--- src/inc/dfc_params.svh ---
// Offsets, field positions, reset values and masks of the front-end control registers.
// Assumes inclusion by the register bank and its bench only.
`ifndef DFC_PARAMS_SVH
`define DFC_PARAMS_SVH

// ==========================================================================
// Serial port
`define DFC_DEV_ADDR        7'h4C
`define DFC_BYTE_LAST       4'h7
`define DFC_ACK_SLOT        4'h8

// ==========================================================================
// Register offsets
`define DFC_REG_REVISION    8'h00
`define DFC_REG_DIV_HIGH    4'h1
`define DFC_REG_DIV_LOW     4'h2
`define DFC_REG_VCO_PUMP    4'h3
`define DFC_REG_PHASE       4'h4
`define DFC_REG_CLAMP_DLY   4'h5
`define DFC_REG_CLAMP_LEN   4'h6
`define DFC_REG_ALIGNED_LINE_SYNC_OUTPUT_WIDTH 4'h7
`define DFC_REG_RED_GAIN    4'h8
`define DFC_REG_GREEN_GAIN  4'h9
`define DFC_REG_BLUE_GAIN   4'hA
`define DFC_REG_RED_OFS     4'hB
`define DFC_REG_GREEN_OFS   4'hC
`define DFC_REG_BLUE_OFS    4'hD
`define DFC_REG_SYNC_CTL    4'hE
`define DFC_REG_CLAMP_CTL   4'hF
`define DFC_REG_STATUS      8'h14

// ==========================================================================
// Reset values
`define DFC_RST_DIV_HIGH    8'h69
`define DFC_RST_DIV_LOW     8'hD0
`define DFC_RST_VCO_PUMP    8'h48
`define DFC_RST_MID         8'h80
`define DFC_RST_ALIGNED_LINE_SYNC_OUTPUT_WIDTH 8'h20
`define DFC_RST_SYNC_CTL    8'h40
`define DFC_RST_CLAMP_CTL   8'h4E

// ==========================================================================
// Read masks of partial-width registers
`define DFC_MASK_NIBBLE     8'hF0
`define DFC_MASK_FIVE       8'hF8
`define DFC_MASK_SEVEN      8'hFE
`define DFC_MASK_FULL       8'hFF

// ==========================================================================
// Sync control and clamp control bits
`define DFC_SC_HPOL_OVR     7
`define DFC_SC_HPOL         6
`define DFC_SC_HOUT_POL     5
`define DFC_SC_HSRC_OVR     4
`define DFC_SC_HSRC         3
`define DFC_SC_VS_NOINV     2
`define DFC_SC_VSRC_OVR     1
`define DFC_SC_VSRC         0
`define DFC_CC_EXT_CLAMP    7
`define DFC_CC_CLAMP_POL    6

`endif

--- src/inc/dfc_pkg.sv ---
// Types of the front-end control register bank.
// Assumes dfc_params.svh sits in the include path.
package dfc_pkg;

  // ========================================================================
  // Serial slave states
  typedef enum logic [2:0] {
    ST_IDLE,
    ST_ADDR,
    ST_PTR,
    ST_WR,
    ST_RD
  } dfc_state_t;

  // ========================================================================
  // Whole state of the bank
  typedef struct packed {
    dfc_state_t       st;
    logic [3:0]       bit_cnt;
    logic [7:0]       shift;
    logic [7:0]       tx;
    logic [7:0]       ptr;
    logic             drive;
    logic             scl_q;
    logic             sda_q;
    logic [15:0][7:0] regs;
    logic             hs_prev;
    logic [7:0]       hs_cnt;
    logic             aligned_line_sync_output;
    logic             cl_wait;
    logic             cl_on;
    logic [7:0]       cl_cnt;
    logic             clamp;
    logic             vsout;
  } dfc_regs_t;

endpackage

--- src/verilog/dfc_regs.sv ---
// Control register bank of a graphics-capture front end, with two-wire slave,
// sync selection, aligned line sync, frame sync and clamp pulse generation.
// Assumes SCL/SDA and sync inputs already synchronous to I_CLK_SYS, which
// stands in for the pixel clock; SDA is open drain, resolved outside.
//
// Summary of operation
// - Offset 0x00 reads a fixed silicon revision value.
// - Offset 0x01 holds divider bits 11 to 4.
// - Upper nibble of offset 0x02 gives divider bits 3 to 0.
// - A larger divider value makes the pixel PLL run faster.
// - Offset 0x03 bits 7:6 select VCO range, bits 5:3 pump current.
// - Phase bits 7:3 delay sampling clock in steps of period/32.
// - Clamp starts the programmed clock count after line sync trailing edge.
// - Clamp stays active for the programmed clock count.
// - Aligned line sync output stays active for programmed pixel clocks.
// - Each channel gain register sets its input range.
// - Offset bits 7:1 set each channel's dc offset.
// - Polarity override bit chooses detected or programmed input polarity.
// - Polarity bit: 0 active low, 1 active high input sync.
// - Output polarity bit: 0 high pulse, 1 low pulse.
// - Source override picks programmed line sync source, else automatic unless both syncs are detected.
// - Source bit honoured with override set or both syncs detected.
// - Frame sync output inverted when bit 2 is 0.
// - Frame source override picks bit 0, else automatic choice.
// - Bit 0 picks raw or separated frame sync, only under override.
// - Clamp timing from line sync or external clamp input.
// - Controller reads all registers and writes all but revision and status over two-wire port.
// - Status bit 7 shows line sync present.
// - Status bit 6 shows the automatic line sync source.
`timescale 1ns/1ps
`include "dfc_params.svh"

module dfc_regs #(
  parameter logic [6:0] DEV_ADDR = `DFC_DEV_ADDR,
  // Arbitrary value
  parameter logic [7:0] REVISION = 8'h5A
) (
  input  wire logic       I_CLK_SYS,
  input  wire logic       I_RST,
  input  wire logic       I_SCL,
  input  wire logic       I_SDA,
  output logic            O_SDA_OUT,
  output logic            O_SDA_OE,
  input  wire logic       I_HSYNC,
  input  wire logic       I_SOG_SYNC,
  input  wire logic       I_VSYNC_RAW,
  input  wire logic       I_VSYNC_SEP,
  input  wire logic       I_EXT_CLAMP,
  input  wire logic       I_HSYNC_DETECT,
  input  wire logic       I_SOG_DETECT,
  input  wire logic       I_HSYNC_POL_DET,
  input  wire logic       I_AUTO_LINE_SYNC_SOURCE_FLAG,
  input  wire logic       I_AUTO_FRAME_SYNC_SOURCE_FLAG,
  output logic [11:0]     O_PLL_DIV,
  output logic [1:0]      O_VCO_RANGE,
  output logic [2:0]      O_PUMP_CURRENT,
  output logic [4:0]      O_SAMPLE_PHASE,
  output logic [7:0]      O_RED_GAIN,
  output logic [7:0]      O_GREEN_GAIN,
  output logic [7:0]      O_BLUE_GAIN,
  output logic [6:0]      O_RED_OFFSET,
  output logic [6:0]      O_GREEN_OFFSET,
  output logic [6:0]      O_BLUE_OFFSET,
  output logic            O_LINE_SYNC_POL,
  output logic            O_LINE_SYNC_SOG,
  output logic            O_ALIGNED_LINE_SYNC_OUTPUT,
  output logic            O_FRAME_SYNC_OUT,
  output logic            O_CLAMP
);
  import dfc_pkg::*;

  // ========================================================================
  // Helpers
  function automatic logic [7:0] reg_mask(input logic [7:0] a);
    logic [7:0] m;
    m = `DFC_MASK_FULL;
    if (a[3:0] == `DFC_REG_DIV_LOW)
      m = `DFC_MASK_NIBBLE;
    else if (a[3:0] == `DFC_REG_VCO_PUMP || a[3:0] == `DFC_REG_PHASE)
      m = `DFC_MASK_FIVE;
    else if (a[3:0] >= `DFC_REG_RED_OFS && a[3:0] != `DFC_REG_SYNC_CTL)
      m = `DFC_MASK_SEVEN;
    return m;
  endfunction

  dfc_regs_t  st;
  dfc_regs_t  nxt;
  logic       rise_c;
  logic       fall_c;
  logic       start_c;
  logic       stop_c;
  logic       wr_ok;
  logic [7:0] stat;
  logic [7:0] rd_ptr;
  logic [7:0] ctl;
  logic [7:0] cfg;
  logic       hs_pol;
  logic       hs_sog;
  logic       hs_raw;
  logic       hs_in;
  logic       lead;
  logic       trail;
  logic       vs_sep;
  logic       vs_sel;

  // ========================================================================
  // Bus conditions
  assign rise_c  = I_SCL & ~st.scl_q;
  assign fall_c  = ~I_SCL & st.scl_q;
  assign start_c = I_SCL & st.scl_q & st.sda_q & ~I_SDA;
  assign stop_c  = I_SCL & st.scl_q & ~st.sda_q & I_SDA;
  // Revision and everything above 0x0F stay untouched by writes
  assign wr_ok   = (st.ptr != `DFC_REG_REVISION) && (st.ptr[7:4] == 4'h0);

  assign stat = {I_HSYNC_DETECT,
                 I_AUTO_LINE_SYNC_SOURCE_FLAG,
                 I_HSYNC_POL_DET,
                 1'b0,
                 I_AUTO_FRAME_SYNC_SOURCE_FLAG,
                 1'b0,
                 I_SOG_DETECT,
                 1'b0};

  always_comb begin
    if (st.ptr == `DFC_REG_REVISION)
      rd_ptr = REVISION;
    else if (st.ptr[7:4] == 4'h0)
      rd_ptr = st.regs[st.ptr[3:0]] & reg_mask(st.ptr);
    else if (st.ptr == `DFC_REG_STATUS)
      rd_ptr = stat;
    else
      rd_ptr = 8'h00;
  end

  // ========================================================================
  // Sync selection
  assign ctl    = st.regs[`DFC_REG_SYNC_CTL];
  assign cfg    = st.regs[`DFC_REG_CLAMP_CTL];
  assign hs_pol = ctl[`DFC_SC_HPOL_OVR] ? ctl[`DFC_SC_HPOL] : I_HSYNC_POL_DET;
  // Programmed source counts whenever both syncs are seen, even without override
  assign hs_sog = (ctl[`DFC_SC_HSRC_OVR] | (I_HSYNC_DETECT & I_SOG_DETECT)) ?
                  ctl[`DFC_SC_HSRC] : I_AUTO_LINE_SYNC_SOURCE_FLAG;
  assign hs_raw = hs_sog ? I_SOG_SYNC : I_HSYNC;
  assign hs_in  = hs_pol ? hs_raw : ~hs_raw;
  assign lead   = hs_in & ~st.hs_prev;
  assign trail  = ~hs_in & st.hs_prev;
  assign vs_sep = ctl[`DFC_SC_VSRC_OVR] ? ctl[`DFC_SC_VSRC] :
                  I_AUTO_FRAME_SYNC_SOURCE_FLAG;
  assign vs_sel = vs_sep ? I_VSYNC_SEP : I_VSYNC_RAW;

  // ========================================================================
  // Next state
  always_comb begin
    nxt       = st;
    nxt.scl_q = I_SCL;
    nxt.sda_q = I_SDA;

    // Two-wire slave; ack and read bits change only while SCL is low
    if (start_c) begin
      nxt.st      = ST_ADDR;
      // Parked on the ack slot, so the SCL fall right after START is not a bit
      nxt.bit_cnt = `DFC_ACK_SLOT;
      nxt.drive   = 1'b0;
    end else if (stop_c) begin
      nxt.st    = ST_IDLE;
      nxt.drive = 1'b0;
    end else if (st.st != ST_IDLE) begin
      if (rise_c) begin
        if (st.bit_cnt != `DFC_ACK_SLOT)
          nxt.shift = {st.shift[6:0], I_SDA};
        else if (st.st == ST_RD && I_SDA)
          nxt.st = ST_IDLE;
      end
      if (fall_c) begin
        if (st.bit_cnt == `DFC_ACK_SLOT) begin
          nxt.bit_cnt = 4'h0;
          nxt.drive   = 1'b0;
          if (st.st == ST_RD) begin
            nxt.tx    = rd_ptr;
            nxt.ptr   = st.ptr + 8'h01;
            nxt.drive = ~rd_ptr[7];
          end
        end else if (st.bit_cnt == `DFC_BYTE_LAST) begin
          nxt.bit_cnt = `DFC_ACK_SLOT;
          nxt.drive   = 1'b1;
          unique case (st.st)
            ST_IDLE: nxt.drive = 1'b0;
            ST_ADDR: begin
              if (st.shift[7:1] == DEV_ADDR) begin
                nxt.st = st.shift[0] ? ST_RD : ST_PTR;
              end else begin
                nxt.st    = ST_IDLE;
                nxt.drive = 1'b0;
              end
            end
            ST_PTR: begin
              nxt.ptr = st.shift;
              nxt.st  = ST_WR;
            end
            ST_WR: begin
              if (wr_ok)
                nxt.regs[st.ptr[3:0]] = st.shift & reg_mask(st.ptr);
              nxt.ptr = st.ptr + 8'h01;
            end
            ST_RD: nxt.drive = 1'b0;
          endcase
        end else begin
          nxt.bit_cnt = st.bit_cnt + 4'h1;
          if (st.st == ST_RD) begin
            nxt.tx    = {st.tx[6:0], 1'b0};
            nxt.drive = ~st.tx[6];
          end
        end
      end
    end

    // Aligned line sync pulse, restarted by each leading edge
    nxt.hs_prev = hs_in;
    if (lead)
      nxt.hs_cnt = st.regs[`DFC_REG_ALIGNED_LINE_SYNC_OUTPUT_WIDTH];
    else if (st.hs_cnt != 8'h00)
      nxt.hs_cnt = st.hs_cnt - 8'h01;
    nxt.aligned_line_sync_output = (nxt.hs_cnt != 8'h00) ^ ctl[`DFC_SC_HOUT_POL];

    // Internal clamp: wait the placement count, then hold for the length
    if (trail) begin
      nxt.cl_wait = 1'b1;
      nxt.cl_on   = 1'b0;
      nxt.cl_cnt  = st.regs[`DFC_REG_CLAMP_DLY];
    end else if (st.cl_wait) begin
      if (st.cl_cnt <= 8'h01) begin
        nxt.cl_wait = 1'b0;
        nxt.cl_on   = 1'b1;
        nxt.cl_cnt  = st.regs[`DFC_REG_CLAMP_LEN];
      end else begin
        nxt.cl_cnt = st.cl_cnt - 8'h01;
      end
    end else if (st.cl_on) begin
      if (st.cl_cnt <= 8'h01)
        nxt.cl_on = 1'b0;
      else
        nxt.cl_cnt = st.cl_cnt - 8'h01;
    end
    nxt.clamp = cfg[`DFC_CC_EXT_CLAMP] ?
                (I_EXT_CLAMP ^ cfg[`DFC_CC_CLAMP_POL]) : nxt.cl_on;

    nxt.vsout = ctl[`DFC_SC_VS_NOINV] ? vs_sel : ~vs_sel;

    if (I_RST) begin
      nxt       = '0;
      nxt.st    = ST_IDLE;
      nxt.scl_q = 1'b1;
      nxt.sda_q = 1'b1;
      nxt.regs[`DFC_REG_DIV_HIGH]    = `DFC_RST_DIV_HIGH;
      nxt.regs[`DFC_REG_DIV_LOW]     = `DFC_RST_DIV_LOW;
      nxt.regs[`DFC_REG_VCO_PUMP]    = `DFC_RST_VCO_PUMP;
      nxt.regs[`DFC_REG_PHASE]       = `DFC_RST_MID;
      nxt.regs[`DFC_REG_CLAMP_DLY]   = `DFC_RST_MID;
      nxt.regs[`DFC_REG_CLAMP_LEN]   = `DFC_RST_MID;
      nxt.regs[`DFC_REG_ALIGNED_LINE_SYNC_OUTPUT_WIDTH] = `DFC_RST_ALIGNED_LINE_SYNC_OUTPUT_WIDTH;
      nxt.regs[`DFC_REG_RED_GAIN]    = `DFC_RST_MID;
      nxt.regs[`DFC_REG_GREEN_GAIN]  = `DFC_RST_MID;
      nxt.regs[`DFC_REG_BLUE_GAIN]   = `DFC_RST_MID;
      nxt.regs[`DFC_REG_RED_OFS]     = `DFC_RST_MID;
      nxt.regs[`DFC_REG_GREEN_OFS]   = `DFC_RST_MID;
      nxt.regs[`DFC_REG_BLUE_OFS]    = `DFC_RST_MID;
      nxt.regs[`DFC_REG_SYNC_CTL]    = `DFC_RST_SYNC_CTL;
      nxt.regs[`DFC_REG_CLAMP_CTL]   = `DFC_RST_CLAMP_CTL;
    end
  end

  always_ff @(posedge I_CLK_SYS) begin
    st <= nxt;
  end

  // ========================================================================
  // Outputs
  assign O_SDA_OUT  = 1'b0;
  assign O_SDA_OE   = st.drive;
  // Divider is handed to the PLL whole; a larger word means a faster clock
  assign O_PLL_DIV  = {st.regs[`DFC_REG_DIV_HIGH],
                       st.regs[`DFC_REG_DIV_LOW][7:4]};
  assign O_VCO_RANGE    = st.regs[`DFC_REG_VCO_PUMP][7:6];
  assign O_PUMP_CURRENT = st.regs[`DFC_REG_VCO_PUMP][5:3];
  assign O_SAMPLE_PHASE = st.regs[`DFC_REG_PHASE][7:3];
  assign O_RED_GAIN     = st.regs[`DFC_REG_RED_GAIN];
  assign O_GREEN_GAIN   = st.regs[`DFC_REG_GREEN_GAIN];
  assign O_BLUE_GAIN    = st.regs[`DFC_REG_BLUE_GAIN];
  assign O_RED_OFFSET   = st.regs[`DFC_REG_RED_OFS][7:1];
  assign O_GREEN_OFFSET = st.regs[`DFC_REG_GREEN_OFS][7:1];
  assign O_BLUE_OFFSET  = st.regs[`DFC_REG_BLUE_OFS][7:1];
  assign O_LINE_SYNC_POL = hs_pol;
  assign O_LINE_SYNC_SOG = hs_sog;
  assign O_ALIGNED_LINE_SYNC_OUTPUT = st.aligned_line_sync_output;
  assign O_FRAME_SYNC_OUT = st.vsout;
  assign O_CLAMP          = st.clamp;

  // ========================================================================
  // Checks
  property p_rev_read;
    @(posedge I_CLK_SYS) disable iff (I_RST)
    (fall_c && st.st == ST_RD && st.bit_cnt == `DFC_ACK_SLOT && st.ptr == 8'h00)
    |=> (st.tx == REVISION);
  endproperty
  a_rev_read: assert property (p_rev_read)
    else $error("revision read wrong");

  property p_div_high;
    @(posedge I_CLK_SYS) disable iff (I_RST)
    (fall_c && st.st == ST_WR && st.bit_cnt == `DFC_BYTE_LAST && st.ptr == 8'h01)
    |=> (O_PLL_DIV[11:4] == $past(st.shift));
  endproperty
  a_div_high: assert property (p_div_high)
    else $error("divider high byte not stored");

  property p_low_zero;
    @(posedge I_CLK_SYS) disable iff (I_RST)
    (fall_c && st.st == ST_WR && st.bit_cnt == `DFC_BYTE_LAST && st.ptr == 8'h02)
    |=> (st.regs[2][3:0] == 4'h0) && (O_PLL_DIV[3:0] == $past(st.shift[7:4]));
  endproperty
  a_low_zero: assert property (p_low_zero)
    else $error("divider low nibble wrong");

  property p_addr_ack;
    @(posedge I_CLK_SYS) disable iff (I_RST)
    (fall_c && st.st == ST_ADDR && st.bit_cnt == `DFC_BYTE_LAST &&
     st.shift[7:1] == DEV_ADDR) |=> O_SDA_OE;
  endproperty
  a_addr_ack: assert property (p_addr_ack)
    else $error("address not acknowledged");

  property p_aligned_line_sync_output_end;
    @(posedge I_CLK_SYS) disable iff (I_RST)
    (st.hs_cnt == 8'h01 && !lead) |=> (st.hs_cnt == 8'h00) &&
    (O_ALIGNED_LINE_SYNC_OUTPUT == $past(ctl[5]));
  endproperty
  a_aligned_line_sync_output_end: assert property (p_aligned_line_sync_output_end)
    else $error("line sync pulse too long");

  property p_clamp_place;
    @(posedge I_CLK_SYS) disable iff (I_RST)
    (trail && st.regs[5] == 8'h02) ##1 (!trail) [*2]
    |-> (!st.cl_on && !$past(st.cl_on)) ##1 st.cl_on;
  endproperty
  a_clamp_place: assert property (p_clamp_place)
    else $error("clamp start misplaced");

  property p_clamp_len;
    @(posedge I_CLK_SYS) disable iff (I_RST)
    (st.cl_on && st.cl_cnt == 8'h01 && !trail) |=> !st.cl_on;
  endproperty
  a_clamp_len: assert property (p_clamp_len)
    else $error("clamp held too long");

  property p_ext_clamp;
    @(posedge I_CLK_SYS) disable iff (I_RST)
    cfg[7] |=> (O_CLAMP == ($past(I_EXT_CLAMP) ^ $past(cfg[6])));
  endproperty
  a_ext_clamp: assert property (p_ext_clamp)
    else $error("external clamp not followed");

  property p_vs_inv;
    @(posedge I_CLK_SYS) disable iff (I_RST)
    (!ctl[2] && !ctl[1] && !I_AUTO_FRAME_SYNC_SOURCE_FLAG)
    |=> (O_FRAME_SYNC_OUT == !$past(I_VSYNC_RAW));
  endproperty
  a_vs_inv: assert property (p_vs_inv)
    else $error("frame sync not inverted");

endmodule

--- config.mk ---
export PLATFORM = sky130hd
export DESIGN_NAME = dfc_regs
export DESIGN_NICKNAME = d
export VERILOG_FILES = /design/src/inc/dfc_pkg.sv /design/src/verilog/dfc_regs.sv
export VERILOG_INCLUDE_DIRS = /design/src /design/src/inc
export SDC_FILE = /design/constraint.sdc
export NUM_CORES = 1
export LEC_CHECK = 0
export BUFFER_PORTS_ARGS = -buffer_cell sky130_fd_sc_hd__buf_2
export CAP_MARGIN = 20
export CORE_MARGIN = 8
export CORE_UTILIZATION = 50
export DETAILED_ROUTE_END_ITERATION = 6
export GPL_TIMING_DRIVEN = 0
export PLACE_DENSITY = 0.78
export RECOVER_POWER = 100
export SLEW_MARGIN = 15
export SYNTH_ARGS = -nofsm -noshare
export SYNTH_HDL_FRONTEND = slang
export SYNTH_SLANG_ARGS = --single-unit
export TNS_END_PERCENT = 30
--- constraint.sdc ---
create_clock -name I_CLK_SYS -period 4.4 [get_ports I_CLK_SYS]
set_clock_uncertainty 0.2 [all_clocks]
set_input_delay 0.44 -clock I_CLK_SYS [delete_from_list [all_inputs] [get_ports I_CLK_SYS]]
set_output_delay 0.44 -clock I_CLK_SYS [all_outputs]
set_load 0.005 [all_outputs]
# ---- After elaboration in Yosys (flattened, before gate mapping)
# Cells that the tools add are included.
dict set report word_totals {
  rom_bits 0
  out_inout_bits 74
  latch_bits 0
  ramBits 0
  in_bits 14
  reg_bits 184
  mem_count 0
}
dict set report op_classes {
  n_lt_le_gt_ge 4
  div_mod_pow 0
  n_bitwise 28
  n_addsub 4
  n_eq_ne 17
  muxes 67
  shifts 0
  n_reduce_logical 31
  n_mul 0
}
# cell n
set op_table {}
lappend op_table {{2-to-1 mux 8 bit} 25}
lappend op_table {{bitwise mux 128 bit} 1}
lappend op_table {{2-to-1 mux 17 bit} 3}
lappend op_table {{binary-select mux 8 bit (select 4 bit)} 1}
lappend op_table {{demux 8 bit (select 4 bit)} 1}
lappend op_table {{2-to-1 mux 30 bit} 1}
lappend op_table {{2-to-1 mux 28 bit} 1}
lappend op_table {{2-to-1 mux 3 bit} 8}
lappend op_table {{nonzero test 8 bit} 3}
lappend op_table {{2-to-1 mux 9 bit} 2}
lappend op_table {{bitwise AND 8 bit} 2}
lappend op_table {{case mux 8 bit (2 select lines)} 1}
lappend op_table {{subtractor 8 x 1 -> 8 bit, second input constant} 2}
lappend op_table {{2-to-1 mux 1 bit} 15}
lappend op_table {{nonzero test 3 bit} 5}
lappend op_table {{AND reduction 7 bit} 2}
lappend op_table {{inverter 1 bit} 13}
lappend op_table {{bitwise AND 1 bit} 10}
lappend op_table {{2-to-1 mux 10 bit} 1}
lappend op_table {{AND reduction 3 bit} 3}
lappend op_table {{adder 8 x 1 -> 8 bit, second input constant} 1}
lappend op_table {{equality test 4 x 2 -> 1 bit, second input constant} 2}
lappend op_table {{equality test 4 x 3 -> 1 bit, second input constant} 2}
lappend op_table {{equality test 8 x 5 -> 1 bit, second input constant} 1}
lappend op_table {{32 further kinds} 45}

# ---- Longest topological paths before layout
# Gate-level depths: netlist (run 1).
dict set report depth {
  ltp_word 17
  mapped_depth 12
  ltp_nobuf 8
}

# ---- Worst setup path before layout (run 1)
# No wires, ideal clock.
dict set report synth_timing {
  kind {register to register}
  startpoint {register st[154] (netlist bit)}
  endpoint {register st (netlist bit O_RED_OFFSET[6])}
  period_less_slack_ns 3.097
  setup_time_ns 0.120
  required_time_ns 4.080
  n_path_buf 4
  t_arrival_ns 2.778
  path_stages_with_launch 11
  slack_ns 1.303
  cell_sequence {dfxtp_1 -> clkbuf_1 -> clkbuf_1 -> buf_2 -> inv_1 -> ha_1 -> a211o_1 -> nor3_2 -> buf_2 -> nand2_1 -> a211o_1}
}
dict set report synth_via {
  elab_chain_len 5
  elab_cells_between_ends 9
}
# element line_no
set synth_rtl {}
lappend synth_rtl {{start: declaration} dfc_regs.sv:86} ;# dfc_regs_t st;
lappend synth_rtl {{start signal: assignment} dfc_regs.sv:273} ;# st <= nxt;
lappend synth_rtl {{less-than comparator 4 x 5 -> 1 bit (not written as such) or greater-or-equal comparator 4 x 1 -> 1 bit (tied branches)} dfc_regs.sv:202} ;# nxt.regs[st.ptr[3:0]] = st.shift & reg_mask(st.ptr);
lappend synth_rtl {{logical AND 1 bit (not written as such)} dfc_regs.sv:202}
lappend synth_rtl {{2-to-1 mux 8 bit (not written as such)} dfc_regs.sv:202}
lappend synth_rtl {{demux 8 bit (select 4 bit)} dfc_regs.sv:202}
lappend synth_rtl {{bitwise mux 128 bit} dfc_regs.sv:202}
# Several ways; a longest one is shown, not always the timed one.
# A chain may end at the register's enable or synchronous reset.

# ---- Worst setup path after layout (run 1)
# Ends and elaborated chain as after synthesis.

==> results of run 1 <==
what timing repair did:
item,4_1_cts,5_1_grt
hold buffers,0,0
resized for setup,1,1
setup endpoints to repair,65,7
cell type report:
type                    count  area, µm²
plain buffers             144      835.8
clock inverters            13      168.9
fillers                  1646       7888
repair buffers             85      421.7
inverters                  17      63.81
well taps                 234      292.8
multi-input cells         741       4928
flip-flops and latches    183       3664
clock buffers              19      442.9
per-stage QoR:
step / TNS, ns / power [mW] / hold WS (ns)
3_5_place_dp: -1.520 / 2.432 / 0.2468
3_3_place_gp: -0.06341 / 2.415 / 0.2378
6_report: -0.03003 / 3.994 / 0.1051
2_1_floorplan: 0 / 2.290 / 0.2290
4_1_cts: 0 / 3.998 / 0.09113
5_1_grt: 0 / 4.139 / 0.09536
worst paths after layout:
kind	depth (start not counted)	slack, ns	to	startpoint
hold reg to reg	2	0.27	st[161]	st[161]
setup / recovery	10	-0.03	O_RED_OFFSET[6]	st[154]
setup reg to reg	10	-0.03	O_RED_OFFSET[6]	st[154]
hold / removal	2	0.11	st[151]	I_SCL
state kept, by name, summed over array words and instances, names as in the netlist:
register                    count
cfg                             8
O_RED_OFFSET                    7
O_PLL_DIV                      12
O_VCO_RANGE                     2
O_PUMP_CURRENT                  3
O_GREEN_OFFSET                  7
O_SAMPLE_PHASE                  5
st                             96
O_GREEN_GAIN                    8
O_SDA_OE                        1
O_BLUE_GAIN                     8
O_BLUE_OFFSET                   7
ctl                             8
O_RED_GAIN                      8
O_CLAMP                         1
O_ALIGNED_LINE_SYNC_OUTPUT      1
O_FRAME_SYNC_OUT                1
worst reg2reg max path, stage by stage (launching register included):
cell and delay (ns):
sky130_fd_sc_hd__dfxtp_1 0.37, sky130_fd_sc_hd__clkbuf_2 0.37, sky130_fd_sc_hd__clkbuf_1 0.63, sky130_fd_sc_hd__buf_2 0.44
sky130_fd_sc_hd__inv_1 0.13, sky130_fd_sc_hd__ha_1 0.31, sky130_fd_sc_hd__a211o_1 0.36, sky130_fd_sc_hd__nor3_2 0.52
sky130_fd_sc_hd__buf_2 0.36, sky130_fd_sc_hd__nand2_1 0.28, sky130_fd_sc_hd__a211o_1 0.36
routing by layer:
| metal | GRT usage (%) | part of all wire, % | up-vias | routed length (µm) |
|---|---|---|---|---|
| met5 | 0 | 0 | - | 0 |
| met4 | 11.48 | 4.1 | 0 | 1280 |
| met3 | 6.110 | 9.5 | 100 | 2980 |
| met2 | 40.99 | 46 | 500 | 14490 |
| met1 | 32.30 | 40 | 4249 | 12510 |
| li1 | - | - | 3974 | - |
cells by family (layout without fill, tap and decap cells):
kind of cell / count (synthesis) / in the layout
other cells: 1 / 1
compound gates: 183 / 183
fa+ha+maj: 10 / 10
flops: 183 / 183
mux: 92 / 92
simple gates: 440 / 440
buf+inv: 161 / 278
xor+xnor: 15 / 15
power by group through the flow:
stage                     logic [mW]  registers, mW  clock network (mW)
after CTS                      0.633           1.77                1.60
final                          0.631           1.77                1.59
after global routing           0.695           1.78                1.67
after detailed placement       0.628           1.80                   0
after floorplan                0.500           1.79                   0
after global placement         0.612           1.80                   0
layout by cell type, fill, tap and decap left out, types with 4 or more instances in the layout:
| master | n |
|---|---|
| sky130_fd_sc_hd__dfxtp_1 | 183 |
| sky130_fd_sc_hd__nand2_1 | 148 |
| sky130_fd_sc_hd__nor2_1 | 105 |
| sky130_fd_sc_hd__buf_2 | 90 |
| sky130_fd_sc_hd__a21oi_1 | 88 |
| sky130_fd_sc_hd__clkbuf_4 | 67 |
| sky130_fd_sc_hd__clkbuf_1 | 65 |
| sky130_fd_sc_hd__nand3_1 | 65 |
| sky130_fd_sc_hd__mux2i_1 | 53 |
| sky130_fd_sc_hd__mux4_2 | 37 |
| sky130_fd_sc_hd__inv_1 | 17 |
| sky130_fd_sc_hd__clkbuf_16 | 17 |
| sky130_fd_sc_hd__a211o_1 | 15 |
| sky130_fd_sc_hd__nor2b_1 | 15 |
| sky130_fd_sc_hd__nor3b_1 | 15 |
| sky130_fd_sc_hd__o21ai_0 | 14 |
| sky130_fd_sc_hd__nand3b_1 | 13 |
| sky130_fd_sc_hd__and3_1 | 13 |
| sky130_fd_sc_hd__a211oi_1 | 12 |
| sky130_fd_sc_hd__nor3_1 | 11 |
| sky130_fd_sc_hd__ha_1 | 10 |
| sky130_fd_sc_hd__nor4_1 | 9 |
| sky130_fd_sc_hd__xnor2_1 | 9 |
| sky130_fd_sc_hd__nand2b_1 | 8 |
| sky130_fd_sc_hd__and3b_1 | 7 |
| sky130_fd_sc_hd__xor2_1 | 6 |
| sky130_fd_sc_hd__a31oi_1 | 6 |
| sky130_fd_sc_hd__a22oi_1 | 6 |
| sky130_fd_sc_hd__and2_1 | 5 |
| sky130_fd_sc_hd__o22ai_1 | 5 |
| sky130_fd_sc_hd__o31ai_1 | 5 |
| sky130_fd_sc_hd__nor3_2 | 4 |
| sky130_fd_sc_hd__and2_0 | 4 |
==> out/metrics.cfg, run 1 <==
[place]
place.detailed.hpwl_um=22740
gp_congestion=0.9888
dpl_cell_area_um2=10250
place.detailed.instances=1404
port_buffers=85
place_ws_ns=-0.1229

[cells_and_area]
drive_gt1_share_pct=20.55
nNetsFinal=1213
area_delta_synth_final_pct=13.54
final_core_utilization_pct=57.83
final_area_um2=10820
final_cell_count_no_fill=1436
num_antenna_cells=0

[yosys]
synthMuxAreaShare_pct=14.55
yosys_warnings=0
post_synthesis_compound_gate_area_fraction_pct=12.28
synthDominantCellAreaShare_pct=38.45
yosys-top-cells-area=sky130_fd_sc_hd__dfxtp_1, sky130_fd_sc_hd__mux4_2, sky130_fd_sc_hd__nand2_1, sky130_fd_sc_hd__mux2i_1, sky130_fd_sc_hd__buf_4
synth_top_cells_by_count=sky130_fd_sc_hd__dfxtp_1, sky130_fd_sc_hd__nand2_1, sky130_fd_sc_hd__nor2_1, sky130_fd_sc_hd__a21oi_1, sky130_fd_sc_hd__buf_4
synth_async_sr_flop_share_pct=0
synthFlopType=sky130_fd_sc_hd__dfxtp_1
post_synth_instance_area_um2=9528
arithmetic_cell_share_of_the_synthesized_area_counting_full_adders_half_adders_and_majority_gates_pct=1.313
synth-seq-area-share_pct=38.45
yosysMostFrequentCell=sky130_fd_sc_hd__dfxtp_1
synth_simple_gate_area_share_pct=22.34
register_bit_total_from_synthesis=183
yosys.area.top_type=sky130_fd_sc_hd__dfxtp_1
edff_count_synth=0
avgSynthCellArea_um2=8.781
postSynthNetCount=1109
synth_top_family_by_area=simple AND/OR/NAND/NOR gates
post_synthesis_share_of_cell_area_spent_on_xor_and_xnor_gates_pct=1.379
synth_cell_types=68
syn-instance-count=1085

[power_and_ir_drop]
power.net_switching_mw=1.145
p_seq_share_pct=44.3
internal_power_mw=2.848
power_density_over_the_cells_nw_per_um2=369.2
leakagePower_nw=4.250
ir_drop_mv=0.3063
comb_power_share_pct=15.8
switching_share_pct=28.67
pwr-share-clk_pct=39.9

[routing]
viasPerCell=6.144
drtIter0Drc=985
route.antenna.remaining_nets=0
drtPass1Iterations=7
wirelength_um=31270
vias=8823
drc_errors=1
drt-wirelength-per-cell_um=21.77

[worst_setup_path]
slowest_cell_delay_on_critical_path_ns=0.63
worstSetupStartpointType=register
cp.required_ns=4.53
timing_worst_setup_path_type=reg2reg
cp.arrival_ns=4.56
crit_slowest_cell=sky130_fd_sc_hd__clkbuf_1
worstPathCellList=clkbuf_2, clkbuf_1, buf_2, inv_1, ha_1, a211o_1, nor3_2, buf_2, nand2_1, a211o_1
cpLargestDelayFamily=buffers and inverters
worst-path-max-fanout=10
cp-end-kind=register
critical_path.n_buffers_inverters=5

[sta]
setup_slack_ns=-0.03003
fin_crit_ns=4.430
worst_slew_margin_rel_pct=13.30
worst_slew_pin_slew_ns=1.282
final-setup-viol-count=1
final-max-slew-violation-count=0
timing.fmax_ghz=0.2257
timing.final.crit_share_pct=100.7
grt_setup_unrepaired=false
final_hold_viol_count=0

[global_route]
grt_remaining_overflow=0
pin_count_of_the_biggest_net_entering_global_routing=18
global_route.usage.total_pct=25.62
grt_pass1_vias=8352
antenna_found_initial=0
global_route_wire_length_before_repair_um=47410

[floorplan]
floorplan.initialDensity_pct=50.94
chipWidth_um=154.0
num_rows=50
die_area_um2=23730
core_area_um2=18710
die_h_um=154.0
boundaryPins=88

[status]
failing_checks=design-rule violations, negative setup slack
status=finished with violations

[job]
drv_cap=0

[clock_tree]
max-clock-path-buffers=2
master_cell_of_the_clock_root_buffer=sky130_fd_sc_hd__clkbuf_16
cts_setup_buffers=0
cts.reportedPaths.clkPinSlew_ns=0.07
worst_skew_pair.late_latency_ns=0.44
htreeDepth=4
numCtsBuffers=17
clock_sinks=183
cts_tree=built

[min_path]
tightest_hold_check_type=in2reg

(Power assumes the default switching activity.)
==> inputs of run 2 (changes only) <==
--- a/config.mk
+++ b/config.mk
@@ -11,7 +11,6 @@
 export CORE_MARGIN = 8
 export CORE_UTILIZATION = 50
 export DETAILED_ROUTE_END_ITERATION = 6
-export GPL_TIMING_DRIVEN = 0
 export PLACE_DENSITY = 0.78
 export RECOVER_POWER = 100
 export SLEW_MARGIN = 15
==> out/metrics.cfg, run 2 (synthesis results as in run 1) <==
[worst_setup_path]
rr_endpoint=st[174]
timing_worst_setup_path_type=reg2reg
cp.arrival_ns=3.60
worstSetupStartpointType=register
worst-path-max-fanout=8
cp-end-kind=register
endpoint=st[174]
critPathLaunch=st[177]
worst-r2r-cell-count=6
worst_r2r_startpoint=st[177]
cp.required_ns=4.46
reg2reg_slack_ns=0.86

[place]
place.detailed.hpwl_um=18690
gp_congestion=0.9659
port_buffers=86

[routing]
drtPass1Iterations=5
vias=7994
drc_errors=0
route.antenna.remaining_nets=0
wirelength_um=26610
drtIter0Drc=781
drt-wirelength-per-cell_um=20.39
viasPerCell=6.126

[sta]
final_hold_viol_count=0
final-setup-viol-count=0
timing.final.crit_share_pct=80.56
grt_setup_unrepaired=false
worst_slew_pin_slew_ns=2.250
final-max-slew-violation-count=101
fin_crit_ns=3.544
setup_tns_ns=0
worst_slew_margin_rel_pct=-52.09
timing.fmax_ghz=0.2821

[cells_and_area]
num_antenna_cells=0
drive_gt1_share_pct=11.58
layout.cells.most_common=sky130_fd_sc_hd__dfxtp_1
top_register=st
area_delta_synth_final_pct=5.201
nNetsFinal=1082
layout.cells.most_common_list=sky130_fd_sc_hd__dfxtp_1, sky130_fd_sc_hd__nand2_1, sky130_fd_sc_hd__nor2_1
final_core_utilization_pct=53.59
largest_register_ff_count=96

[global_route]
grt_pass1_vias=7545
grt_remaining_overflow=0
antenna_found_initial=0
global_route_wire_length_before_repair_um=42040
pin_count_of_the_biggest_net_entering_global_routing=92
global_route.usage.total_pct=22.31

[clock_tree]
cts_tree=built
cts_hold_buf=0
worst_skew_pair.late_latency_ns=0.45
cts_setup_buffers=0
ctsResizeCount=0
cts.reportedPaths.clkPinSlew_ns=0.07
clock_sinks=183
htreeDepth=4
master_cell_of_the_clock_root_buffer=sky130_fd_sc_hd__clkbuf_16
numCtsBuffers=17
max-clock-path-buffers=2

[floorplan]
boundaryPins=88
num_rows=50
core_area_um2=18710
die_h_um=154.0
floorplan.initialDensity_pct=50.94
chipWidth_um=154.0
die_area_um2=23730

[status]
status=finished with violations
failing_checks=max-capacitance violations, max-slew violations

[min_path]
tightest_hold_check_type=in2reg

[power_and_ir_drop]
power_density_over_the_cells_nw_per_um2=402.5
ir_drop_mv=0.2853
leakagePower_nw=3.689

[job]
drv_cap=2

## run 2: changes by cell type in the layout (fill, tap and decap cells not counted), moves of 3 or more
cell / before / now
sky130_fd_sc_hd__nor3_2: 4 / 1
sky130_fd_sc_hd__clkinvlp_4: 3 / 0
sky130_fd_sc_hd__inv_6: 1 / 4
sky130_fd_sc_hd__nor3_1: 11 / 14
sky130_fd_sc_hd__buf_2: 90 / 31
sky130_fd_sc_hd__buf_4: 2 / 11
sky130_fd_sc_hd__clkbuf_4: 67 / 0
sky130_fd_sc_hd__clkbuf_1: 65 / 54
## run 2: final cells by class
cell class              count  area [µm²]
repair buffers             98       449.2
clock buffers              20       466.7
inverters                  17       63.81
clock inverters            12       175.2
multi-input cells         741        4910
well taps                 234       292.8
flip-flops and latches    183        3666
fillers                  1721        8682
## run 2: how the worst min path moves through the flow
stage / cells after the start / from / endpoint / slack (ns)
final: 2 / I_SDA / st[150] / 0.08
after global routing: 2 / I_SDA / st[150] / 0.08
after CTS: 2 / I_SDA / st[150] / 0.07
after detailed placement: 2 / st[161] / st[161] / 0.25
after global placement: 2 / st[126] / st[126] / 0.24
after floorplan: 2 / st[118] / st[118] / 0.23
## run 2: report_power, final
group          leakage, nW  total [mW]  internal [mW]  switching (mW)
combinational         1.89       0.581          0.249           0.332
clock                0.320        1.67          0.962           0.713
sequential            1.48        1.78           1.71          0.0739
total                 3.69        4.03           2.92            1.12
## run 2: stage by stage
stage / hold WS, ns / cell area [µm²] / worst slack, ns / std cells / total power, mW
2_1_floorplan: 0.2290 / 9528 / 1.303 / 1085 / 2.290
3_3_place_gp: 0.2410 / 9497 / 1.235 / 1273 / 2.383
3_5_place_dp: 0.2471 / 9505 / 1.168 / 1273 / 2.396
4_1_cts: 0.06565 / 10150 / 1.145 / 1305 / 4.049
5_1_grt: 0.08436 / 10020 / 0.5831 / 1305 / 4.184
6_report: 0.07504 / 10020 / 0.8555 / 1305 / 4.035
## run 2: worst max-delay path, cell delays in order, from the launching register on
cell and delay (ns):
sky130_fd_sc_hd__dfxtp_1 0.42, sky130_fd_sc_hd__inv_1 0.07, sky130_fd_sc_hd__ha_1 0.25, sky130_fd_sc_hd__and3b_1 0.24
sky130_fd_sc_hd__nor4b_1 1.79, sky130_fd_sc_hd__mux2i_1 0.32, sky130_fd_sc_hd__nor2_1 0.06
## run 2: per-layer routing
metal,part of all wire (%),wire length [µm],vias to the layer above,track usage [%]
li1,-,-,3693,-
met1,41,10890,3864,27.75
met2,47,12450,376,36.08
met3,8.9,2372,61,5.661
met4,3.4,901,0,9.566
met5,0,0,-,0
